$ cat src/include/ttm_pkg.sv
// package: register map, field layout and timing constants of the thermal threshold monitor
package ttm_pkg;

    // ****************************************************************
    // dimensions
    // ****************************************************************
    localparam int NUM_LEVELS = 6;
    localparam int ADDR_W     = 4;
    localparam int DATA_W     = 32;

    // ****************************************************************
    // register offsets
    // ****************************************************************
    localparam logic [ADDR_W-1:0] OFF_CTRL      = 4'h0;
    localparam logic [ADDR_W-1:0] OFF_SENSE     = 4'h4;
    localparam logic [ADDR_W-1:0] OFF_IRQ_FLAG  = 4'h8;
    localparam logic [ADDR_W-1:0] OFF_IRQ_MASK  = 4'hC;

    // ****************************************************************
    // field positions of the control register
    // ****************************************************************
    localparam int CTRL_MON_EN_BIT   = 0;
    localparam int CTRL_AON_BIT      = 1;
    localparam int CTRL_STANDBY_BIT  = 2;

    // ****************************************************************
    // reset values
    // ****************************************************************
    localparam logic [2:0]            CTRL_RESET = 3'h1;
    localparam logic [NUM_LEVELS-1:0] MASK_RESET = 6'h3F;

    // ****************************************************************
    // timing
    // ****************************************************************
    localparam int CLK_HZ           = 20_000_000;
    localparam int DEBOUNCE_NS      = 10_000;
    localparam int WINDOW_US        = 450;
    localparam int INTERVAL_US      = 3_000;
    localparam int DEBOUNCE_CYCLES  = DEBOUNCE_NS / 50;
    localparam int WINDOW_CYCLES    = WINDOW_US * (CLK_HZ / 1_000_000);
    localparam int INTERVAL_CYCLES  = INTERVAL_US * (CLK_HZ / 1_000_000);
    localparam int DB_W             = 8;
    localparam int SAMP_W           = 16;

    // ****************************************************************
    // bus carrier
    // ****************************************************************
    typedef struct packed {
        logic [ADDR_W-1:0] addr;
        logic [DATA_W-1:0] wdata;
        logic              wr;
        logic              rd;
    } ttm_bus_req_t;

    typedef enum logic [1:0] {
        SAMP_OFF  = 2'b00,
        SAMP_ON   = 2'b01,
        SAMP_IDLE = 2'b11
    } ttm_samp_state_t;

endpackage : ttm_pkg

$ cat src/hw/ttm_debounce.sv
// one debounced comparator channel with two-flop input synchroniser
`timescale 1ns/1ps
module ttm_debounce
    import ttm_pkg::*;
(
    input  wire logic clk_in,    // system clock
    input  wire logic rst_in,    // async reset, active high
    input  wire logic ce_in,     // clock enable
    input  wire logic active_in, // monitor powered and sampling
    input  wire logic raw_in,    // raw comparator output from pin
    output logic      level_out  // debounced level
);
    logic            sync1_reg, sync2_reg, sync1_next, sync2_next;
    logic            level_reg, level_next;
    logic [DB_W-1:0] cnt_reg, cnt_next;

    always_comb begin
        sync1_next = raw_in;
        sync2_next = sync1_reg;
        level_next = level_reg;
        cnt_next   = '0;
        // hold the level while powered down so no stale event appears
        if (active_in && sync2_reg != level_reg) begin
            if (cnt_reg == DB_W'(DEBOUNCE_CYCLES - 1)) begin
                level_next = sync2_reg;
            end else begin
                cnt_next = cnt_reg + DB_W'(1);
            end
        end
    end

    always_ff @(posedge clk_in or posedge rst_in) begin
        if (rst_in) begin
            sync1_reg <= 1'b0;
            sync2_reg <= 1'b0;
            level_reg <= 1'b0;
            cnt_reg   <= '0;
        end else if (ce_in) begin
            sync1_reg <= sync1_next;
            sync2_reg <= sync2_next;
            level_reg <= level_next;
            cnt_reg   <= cnt_next;
        end
    end

    assign level_out = level_reg;

endmodule : ttm_debounce

$ cat src/hw/ttm_sampler.sv
// duty-cycle scheduler that powers the monitor for a window each interval
`timescale 1ns/1ps
module ttm_sampler
    import ttm_pkg::*;
(
    input  wire logic clk_in,     // system clock
    input  wire logic rst_in,     // async reset, active high
    input  wire logic ce_in,      // clock enable
    input  wire logic enable_in,  // monitor enable
    input  wire logic aon_in,     // continuous mode wanted
    output logic      power_out   // monitor analog power
);
    ttm_samp_state_t   st_reg, st_next;
    logic [SAMP_W-1:0] cnt_reg, cnt_next;

    always_comb begin
        st_next  = st_reg;
        cnt_next = cnt_reg + SAMP_W'(1);
        unique case (st_reg)
            SAMP_OFF: begin
                cnt_next = '0;
                if (enable_in) st_next = SAMP_ON;
            end
            SAMP_ON: begin
                if (!enable_in) begin
                    st_next = SAMP_OFF;
                end else if (aon_in) begin
                    cnt_next = '0;
                end else if (cnt_reg == SAMP_W'(WINDOW_CYCLES - 1)) begin
                    st_next = SAMP_IDLE;
                end
            end
            SAMP_IDLE: begin
                if (!enable_in) begin
                    st_next = SAMP_OFF;
                end else if (aon_in || cnt_reg == SAMP_W'(INTERVAL_CYCLES - 1)) begin
                    st_next  = SAMP_ON;
                    cnt_next = '0;
                end
            end
            default: begin
                st_next  = SAMP_OFF;
                cnt_next = '0;
            end
        endcase
    end

    always_ff @(posedge clk_in or posedge rst_in) begin
        if (rst_in) begin
            st_reg  <= SAMP_OFF;
            cnt_reg <= '0;
        end else if (ce_in) begin
            st_reg  <= st_next;
            cnt_reg <= cnt_next;
        end
    end

    assign power_out = (st_reg == SAMP_ON);

endmodule : ttm_sampler

$ cat src/hw/ttm_top.sv
// thermal threshold monitor: debounced warnings, flags, shutdown and register port
//
// Behaviour
// six warning levels, each with latched flag, live sense and mask bit
// a rising crossing of a warning threshold sets that level's flag
// sense releases only below the falling comparator, 5 C under threshold
// shutdown starts above 165 C and blocks restart until its release comparator
// only the die-centre comparators feed warnings and shutdown
// monitor enable bit powers monitoring on or off, written by software
// run state with always-on set keeps the monitor continuously powered
// always-on clear samples: 450 us window every 3.0 ms
// standby always samples, and only while monitoring is enabled
// each comparison is debounced 10 us in both directions
// unmasked set flag drives interrupt low; write one clears; sense is live
// disabled or between windows, sense holds and no new events arise
`timescale 1ns/1ps
module ttm_top
    import ttm_pkg::*;
(
    input  wire logic                  clk_in,        // 20 MHz clock
    input  wire logic                  rst_in,        // async reset, active high
    input  wire logic                  ce_in,         // clock enable, freezes all state
    input  wire logic [ADDR_W-1:0]     addr_in,       // register byte address
    input  wire logic [DATA_W-1:0]     wdata_in,      // write data
    input  wire logic                  wr_in,         // write strobe
    input  wire logic                  rd_in,         // read strobe
    output logic      [DATA_W-1:0]     rdata_out,     // read data, cycle after strobe
    input  wire logic [NUM_LEVELS-1:0] warn_rise_in,  // centre sensor above threshold
    input  wire logic [NUM_LEVELS-1:0] warn_fall_in,  // centre sensor above threshold-5C
    input  wire logic                  sd_trip_in,    // centre sensor above shutdown level
    input  wire logic                  sd_clear_in,   // centre sensor above shutdown release
    output logic                       mon_power_out, // analog monitor power
    output logic                       shutdown_out,  // thermal shutdown request
    output logic                       interrupt_out_n // interrupt, active low
);
    // ****************************************************************
    // registers
    // ****************************************************************
    ttm_bus_req_t          req;
    logic [2:0]            ctrl_reg, ctrl_next;
    logic [NUM_LEVELS-1:0] mask_reg, mask_next;
    logic [NUM_LEVELS-1:0] flag_reg, flag_next;
    logic [NUM_LEVELS-1:0] sense_prev_reg, sense_prev_next;
    logic                  sd_reg, sd_next;
    logic [DATA_W-1:0]     rdata_reg, rdata_next;
    logic [NUM_LEVELS-1:0] hi_lvl, lo_lvl, sense;
    logic                  sd_hi, sd_lo, active, monitor_enable, always_on_select;
    logic                  standby, samp_power;

    assign req              = '{addr: addr_in, wdata: wdata_in, wr: wr_in, rd: rd_in};
    assign monitor_enable   = ctrl_reg[CTRL_MON_EN_BIT];
    assign always_on_select = ctrl_reg[CTRL_AON_BIT];
    assign standby          = ctrl_reg[CTRL_STANDBY_BIT];

    // ****************************************************************
    // power scheduling
    // ****************************************************************
    ttm_sampler u_sampler (
        .clk_in    (clk_in),
        .rst_in    (rst_in),
        .ce_in     (ce_in),
        .enable_in (monitor_enable),
        .aon_in    (always_on_select && !standby),
        .power_out (samp_power)
    );
    assign active        = samp_power;
    assign mon_power_out = samp_power;

    // ****************************************************************
    // comparator debounce, centre sensor only
    // ****************************************************************
    genvar g;
    generate
        for (g = 0; g < NUM_LEVELS + 1; g++) begin : g_ch
            logic rise_raw, fall_raw, hi_out, lo_out;
            assign rise_raw = (g < NUM_LEVELS) ? warn_rise_in[g % NUM_LEVELS] : sd_trip_in;
            assign fall_raw = (g < NUM_LEVELS) ? warn_fall_in[g % NUM_LEVELS] : sd_clear_in;
            ttm_debounce u_hi (
                .clk_in    (clk_in),
                .rst_in    (rst_in),
                .ce_in     (ce_in),
                .active_in (active),
                .raw_in    (rise_raw),
                .level_out (hi_out)
            );
            ttm_debounce u_lo (
                .clk_in    (clk_in),
                .rst_in    (rst_in),
                .ce_in     (ce_in),
                .active_in (active),
                .raw_in    (fall_raw),
                .level_out (lo_out)
            );
            if (g < NUM_LEVELS) begin : g_w
                assign hi_lvl[g] = hi_out;
                assign lo_lvl[g] = lo_out;
            end else begin : g_s
                assign sd_hi = hi_out;
                assign sd_lo = lo_out;
            end
        end
    endgenerate

    // ****************************************************************
    // sense, flags, shutdown and register port
    // ****************************************************************
    always_comb begin
        ctrl_next       = ctrl_reg;
        mask_next       = mask_reg;
        rdata_next      = '0;
        // sense sets on the upper comparator, releases only below the lower one
        sense_prev_next = (sense_prev_reg & lo_lvl) | hi_lvl;
        sense           = sense_prev_reg;
        flag_next       = flag_reg;
        if (req.wr && req.addr == OFF_IRQ_FLAG) begin
            flag_next = flag_reg & ~req.wdata[NUM_LEVELS-1:0];
        end
        // set beats a same-cycle clear
        flag_next = flag_next | (hi_lvl & ~sense_prev_reg);
        // latched until the release comparator drops; blocks restart meanwhile
        sd_next = sd_hi | (sd_reg & sd_lo);
        if (req.wr) begin
            unique case (req.addr)
                OFF_CTRL:     ctrl_next = req.wdata[2:0];
                OFF_IRQ_MASK: mask_next = req.wdata[NUM_LEVELS-1:0];
                default:      ctrl_next = ctrl_reg;
            endcase
        end
        if (req.rd) begin
            unique case (req.addr)
                OFF_CTRL:     rdata_next = {29'h0, ctrl_reg};
                OFF_SENSE:    rdata_next = {25'h0, sd_reg, sense};
                OFF_IRQ_FLAG: rdata_next = {26'h0, flag_reg};
                OFF_IRQ_MASK: rdata_next = {26'h0, mask_reg};
                default:      rdata_next = '0;
            endcase
        end
    end

    always_ff @(posedge clk_in or posedge rst_in) begin
        if (rst_in) begin
            ctrl_reg       <= CTRL_RESET;
            mask_reg       <= MASK_RESET;
            flag_reg       <= '0;
            sense_prev_reg <= '0;
            sd_reg         <= 1'b0;
            rdata_reg      <= '0;
        end else if (ce_in) begin
            ctrl_reg       <= ctrl_next;
            mask_reg       <= mask_next;
            flag_reg       <= flag_next;
            sense_prev_reg <= sense_prev_next;
            sd_reg         <= sd_next;
            rdata_reg      <= rdata_next;
        end
    end

    assign rdata_out       = rdata_reg;
    assign shutdown_out    = sd_reg;
    assign interrupt_out_n = ~|(flag_reg & ~mask_reg);
endmodule : ttm_top

$ cat config.mk
export PLATFORM = sky130hd
export DESIGN_NAME = ttm_top
export DESIGN_NICKNAME = d
export VERILOG_FILES = /design/src/include/ttm_pkg.sv /design/src/hw/ttm_debounce.sv /design/src/hw/ttm_sampler.sv /design/src/hw/ttm_top.sv
export SDC_FILE = /design/constraint.sdc
export NUM_CORES = 1
export LEC_CHECK = 0
export BUFFER_PORTS_ARGS = -buffer_cell sky130_fd_sc_hd__buf_2
export CORE_ASPECT_RATIO = 0.5
export CORE_UTILIZATION = 55
export DETAILED_ROUTE_END_ITERATION = 10
export PLACE_DENSITY_LB_ADDON = 0.12
export SETUP_SLACK_MARGIN = 0.05
export SLEW_MARGIN = 20
export SYNTH_ARGS = -nofsm -noshare
export SYNTH_HDL_FRONTEND = slang
export SYNTH_SLANG_ARGS = --single-unit
$ cat constraint.sdc
create_clock -name clk_in -period 19 [get_ports clk_in]
set_input_delay 5.7 -clock clk_in [delete_from_list [all_inputs] [get_ports clk_in]]
set_output_delay 5.7 -clock clk_in [all_outputs]
set_load 0.03 [all_outputs]
==> flow_summary.ini, run 1 <==
[setup_path]
critPathRequiredTime_ns = 19.38
rr_startpoint = u_sampler.cnt_reg[0]
cp.arrival_ns = 8.16
worst-path-max-fanout = 63
cp-startpoint = ce_in
start_kind = primary input
r2r_slack_ns = 16.79
cp-end-kind = register
critPathKind = in2reg

[route]
firstDrtPassIters = 5
ant_nets = 0
drtIter0Drc = 474
remaining_drc_errors = 0
via_per_inst = 5.95
drt-total-wl_um = 20000
wl_per_cell_um = 15.8
vias = 7565

[global_route]
grt_usage_pct = 21.8
grt_max_degree = 125
grt_pass1_vias = 7117
antenna_found_initial = 0
grt_pass1_wl_um = 34700
grt-ovfl-total = 0

[floorplanning]
fp.dieArea_mm2 = 0.0192
ios = 90
num_rows = 34
core_mm2 = 0.0178
initial_core_util_pct = 57.6
fp.dieH_um = 98.5
die_x_um = 195

[synth]
synthesis.area_mm2 = 0.0102
yosys_register_bits = 201
synth-async-reset-ratio_pct = 100
synth_cell_type_count = 66
ys_seq_area_share_pct = 49.2
synth-simple-area-share_pct = 18.5
syn_inst = 1004
synth_top_area_share_pct = 47.4
synth_edf_count = 0
synth_warnings = 0
synth_top_family_by_area = simple AND/OR/NAND/NOR gates
synth_top_area_cell = dfrtp_1
ys.flop_type = dfrtp_1
synth_compound_area_share_pct = 13.8
netlist_top_cells_area = dfrtp_1 (47%), mux2_2 (7.1%), o2bb2ai_1 (4.5%)
synth_adder_area_share_pct = 1.83
synth-xor-area-share_pct = 3.34
muxShareOfSynthArea_pct = 8.89
syn_area_per_cell_um2 = 10.2

[placed_design]
place_congestion = 0.802
post-place-cells = 1239
post-place-ws_ns = 10.73
port_buffers = 38
placed_area_mm2 = 0.0105
hpwl_um = 12900

[power_and_ir_drop]
ir_drop_v = 0.0000658
power_leakage_uw = 0.00486
power_density_mw_per_mm2 = 86.5

[clock_tree]
cts_tree = yes
ctsRootBufferMaster = clkbuf_16
clk_path_buf_depth = 3
numCtsBuffers = 18
cts_resized = 0
clock-sinks = 201
clkLatencyLatePin_ns = 0.49
ctsHtreeMaxLevel = 1
ctsHoldBuffers = 0
cts_setup_buffers = 0
clk_pin_slew_ns = 0.07

[sta]
period_share_pct = 40.9
tightest_slew_ns = 0.903
fin_ws_ns = 11.22
setup_violations = 0
min_period_ns = 7.78
max_slew_margin_pct = 39.8
hold_viol_final = 0
max_freq_mhz = 129
drv_slew = 0
grt_setup_unrepaired = false
finalSetupTns_ns = 0
finClkSkew_ns = 0.00863

[min_path]
hold_path.class = reg2reg
hp-start = sense[2]

[outcome]
outcome = finished clean

[cells_and_area]
nets = 1095
syn_to_final_growth_pct = 8.52
fin_area_mm2 = 0.0111
fin_cells = 1271
diodes = 0
drive_gt1_share_pct = 15.9

[run]
maxCapViolations = 0
[layout make-up]
type / instances / area, µm²
inverter: 18 / 76.3
clock buffer: 28 / 559
tap: 234 / 293
fill: 1467 / 6670
timing repair buffer: 43 / 234
clock inverter: 4 / 73.8
sequential: 201 / 5040
multi-input combinational: 743 / 4830
[critical path, stage by stage]
cell and delay, ns:
buf_4 0.36, clkinv_2 0.66, buf_4 0.58, or3_1 0.50, o41ai_1 0.30
[cells in the final DEF (no fill, tap or decap), types with 8 or more instances in the layout]
cell	Yosys	routed
a21o_1	8	8
nor2_1	62	62
nand2_1	105	105
o31ai_1	11	11
inv_1	18	16
o2bb2ai_1	53	53
ha_1	15	15
xor2_1	29	29
a21oi_1	41	41
buf_2	10	37
nor4_1	12	12
xnor2_1	10	10
mux2i_1	11	11
nand3_1	67	67
nand4_1	26	26
conb_1	1	25
and3_1	21	21
clkbuf_16	0	19
dfrtp_1	194	194
mux2_2	65	65
nor3_1	41	41
o21ai_0	59	59
[final timing paths]
kind	to	depth (start not counted)
worst min register to register	flag_reg[2]	1
worst min-delay path	flag_reg[2]	1
worst max register to register	u_sampler.cnt_reg[3]	6
max in group asynchronous	g_ch[0].u_hi.sync1_reg	3
min in group asynchronous	g_ch[3].u_lo.cnt_reg[7]	2
worst max-delay path	g_ch[3].u_lo.cnt_reg[6]	5
[routing by layer]
layer	share of wire [%]	global-route usage (%)	vias up	wire (µm)
met5	0	0	-	0
met4	1.5	4.97	0	308
met3	3.2	3.35	28	642
met2	46	36.2	122	9200
met1	49	30.4	3733	9880
li1	-	-	3682	-
[report_power, final]
| part | switching (µW) | internal, µW | leakage (µW) |
|---|---|---|---|
| registers | 18.9 | 451 | 0.00270 |
| clock network | 159 | 231 | 0.000311 |
| logic | 64.8 | 37.5 | 0.00184 |
| total | 243 | 719 | 0.00486 |
[stage by stage]
stage | hold slack [ns] | util (%) | power, µW
finish | 0.466 | 62.5 | 961
global route | 0.495 | 62.5 | 1000
CTS | 0.468 | 62.5 | 971
detailed placement | 0.458 | 58.9 | 581
global placement | 0.461 | 58.9 | 577
floorplan | 0.426 | - | 560
[logic make-up after synthesis]
logic type / after synthesis
adders and majority gates: 15
buffers and inverters: 84
DFF: 201
muxes: 79
AOI/OAI and AO/OA: 209
other: 1
xor gates and xnor gates: 39
and+or+nand+nor: 376
[Yosys cell counts, types with 8 or more instances]
cell type,count
mux2i_1,11
nor4_1,12
nor2_1,62
inv_1,18
ha_1,15
clkbuf_1,16
o21ai_0,59
a21oi_1,41
a21o_1,8
buf_1,11
mux2_2,65
o31ai_1,11
nand3_1,67
buf_4,25
xnor2_1,10
o2bb2ai_1,53
nand4_1,26
and3_1,21
xor2_1,29
nor3_1,41
buf_2,10
nand2_1,105
dfrtp_1,194
Power figures use the tool's default switching activity.
==> run 2: changes to the inputs <==
- ABC_AREA: not set -> 1
- CORE_UTILIZATION: 55 -> 54
- clock period: 19 -> 6.3 ns (I/O delays scaled with it)
==> run 2 against run 1 <==
  * Sequential share of layout area shrank 1.3 points
  * Global-route usage grew 1.5 points
  * Routed wire length grew 9.2%
  * Clock skew shrank 0.00095 ns
  * Power grew to 3.2 times the previous value
  * Register-to-register slack lost 12 ns
  * Final cell count grew 30%
  * Core utilization shrank 1.3 points
==> flow_summary.ini, run 2 <==
[sta]
drv_slew = 0
fin_ws_ns = 2.32
min_period_ns = 3.98
finalSetupTns_ns = 0
tightest_slew_ns = 0.975
hold_viol_final = 0
period_share_pct = 63.1
finClkSkew_ns = 0.00769
max_slew_margin_pct = 35.0
setup_violations = 0
grt_setup_unrepaired = false
max_freq_mhz = 251

[setup_path]
worst-path-max-fanout = 67
rr_worst_depth = 10
start_kind = primary input
rr_startpoint = u_sampler.cnt_reg[1]
cp_top_family = buffers and inverters
critPathBufInv = 3
reg2reg_to = u_sampler.cnt_reg[13]
crit_path_top_delay_cell = clkinv_2
r2r_slack_ns = 4.50
cp-end-kind = register
path_cells = buf_4 -> clkinv_2 -> buf_12 -> nor4_1 -> a2bb2oi_1
critPathKind = in2reg
cp.arrival_ns = 4.38
cp_slowest_stage_delay_ns = 0.94
critPathRequiredTime_ns = 6.70

[placed_design]
placed_area_mm2 = 0.0108
port_buffers = 38
place_congestion = 0.889
post-place-ws_ns = 1.81
hpwl_um = 15000
post-place-cells = 1623

[min_path]
hold_path.class = reg2reg
min_to = g_ch[2].u_hi.sync1_reg
min_path_cells = 2
hp-start = g_ch[2].u_hi.sync1_reg

[synth]
syn_area_per_cell_um2 = 7.73
synth-async-reset-ratio_pct = 100
yosys_register_bits = 201
ys.flop_type = dfrtp_1
synthesis.area_mm2 = 0.0105
synth_top_area_share_pct = 46.4
synth_top_cells_by_count = nand2_1 (377), dfrtp_1 (194), inv_1 (139)
synth_warnings = 0
yosysMostFrequentCell = nand2_1
synth_edf_count = 0
synth_cell_type_count = 43
synth_top_area_cell = dfrtp_1
ys_seq_area_share_pct = 48.2
syn_inst = 1354
netlist_top_cells_area = dfrtp_1 (46%), nand2_1 (14%), o21ai_0 (5.4%)

[clock_tree]
clk_pin_slew_ns = 0.07
numCtsBuffers = 19
cts_resized = 0
ctsHoldBuffers = 0
clock-sinks = 201
cts_tree = yes
cts_setup_buffers = 0
ctsHtreeMaxLevel = 1
clkLatencyLatePin_ns = 0.48
ctsRootBufferMaster = clkbuf_16
clk_path_buf_depth = 3

[floorplanning]
num_rows = 35
core_mm2 = 0.0187
fp.dieArea_mm2 = 0.0200
initial_core_util_pct = 56.0
fp.dieH_um = 100
die_x_um = 199
ios = 90

[global_route]
grt_usage_pct = 23.3
grt-ovfl-total = 0
grt_max_degree = 152
antenna_found_initial = 1
grt_pass1_wl_um = 38400
grt_pass1_vias = 8425

[outcome]
outcome = finished clean

[power_and_ir_drop]
power_leakage_uw = 0.00544
ir_drop_v = 0.000155
power_density_mw_per_mm2 = 266

[route]
drtIter0Drc = 531
via_per_inst = 5.33
wl_per_cell_um = 13.2
remaining_drc_errors = 0
drt-total-wl_um = 21900
firstDrtPassIters = 5
ant_nets = 0
vias = 8832

[cells_and_area]
layout_common_cells = nand2_1 (377), dfrtp_1 (194), inv_1 (138)
syn_to_final_growth_pct = 9.39
fin_cells = 1656
final_common_cell = nand2_1
diodes = 0
drive_gt1_share_pct = 7.37
final-seq-area_mm2 = 0.00504
fillers = 1684
nets = 1455
fin_area_mm2 = 0.0114
fin_util_pct = 61.2
multi_input_area_mm2 = 0.00464

[run]
maxCapViolations = 0
-- run 2: cell types whose count changed after synthesis, moves of 53 or more --
cell	change
o2bb2ai_1	-53
o21ai_0	+53
nand2_1	+272
nor2_1	+69
mux2_2	-65
inv_1	+121
-- run 2: logic make-up (layout without fill, tap and decap cells) --
logic type	after synthesis	count (layout)	share of synthesized area, %
compound gates	224	224	11.6
other cells	1	25	0.0358
flops	201	201	48.2
mux	1	1	0.0957
fa+ha+maj	15	15	1.79
xor+xnor	15	15	1.26
buf+inv	198	217	8.41
simple gates	699	699	28.7
-- run 2: worst max-delay path by stage --
| stage | startpoint | end | slack [ns] | depth (start not counted) |
|---|---|---|---|---|
| after detailed placement | ce_in | g_ch[3].u_lo.cnt_reg[5] | 1.81 | 5 |
| after CTS | ce_in | g_ch[3].u_lo.cnt_reg[5] | 2.31 | 5 |
| after global routing | ce_in | u_sampler.st_reg[1] | 2.07 | 7 |
| final | ce_in | g_ch[3].u_lo.cnt_reg[5] | 2.32 | 5 |
| after global placement | ce_in | u_sampler.st_reg[1] | 1.90 | 7 |
| after floorplan | rst_in | ctrl_reg[1] | 1.81 | 1 |
-- run 2: where the power goes --
group / switching (µW) / internal (µW)
clock: 480 / 718
combinational: 283 / 115
sequential: 69.6 / 1370
total: 833 / 2210
-- run 2: routing by layer --
| metal | wire, µm | vias up | global-route usage, % |
|---|---|---|---|
| met5 | 0 | - | 0 |
| met4 | 243 | 0 | 4.38 |
| met3 | 912 | 23 | 3.19 |
| met2 | 10100 | 182 | 40.1 |
| met1 | 10700 | 4180 | 31.8 |
| li1 | - | 4447 | - |
-- run 2: worst min-delay path, stage by stage, from the launching register on --
cell     delay, ns
dfrtp_1       0.34
nand2_1       0.05
nand2_1       0.05
-- run 2: layout make-up --
class	instances	share of cell area [%]
timing repair buffer	43	2.23
clock inverter	4	0.612
inverter	141	4.71
sequential	201	44.0
multi-input combinational	979	40.5
clock buffer	29	5.09
tap	259	2.83
-- run 2: stage by stage --
step	power, µW	hold WS (ns)
5_1_grt	3190	0.499
4_1_cts	3070	0.475
6_report	3040	0.470
3_5_place_dp	1870	0.459
2_1_floorplan	1770	0.442
3_3_place_gp	1850	0.454
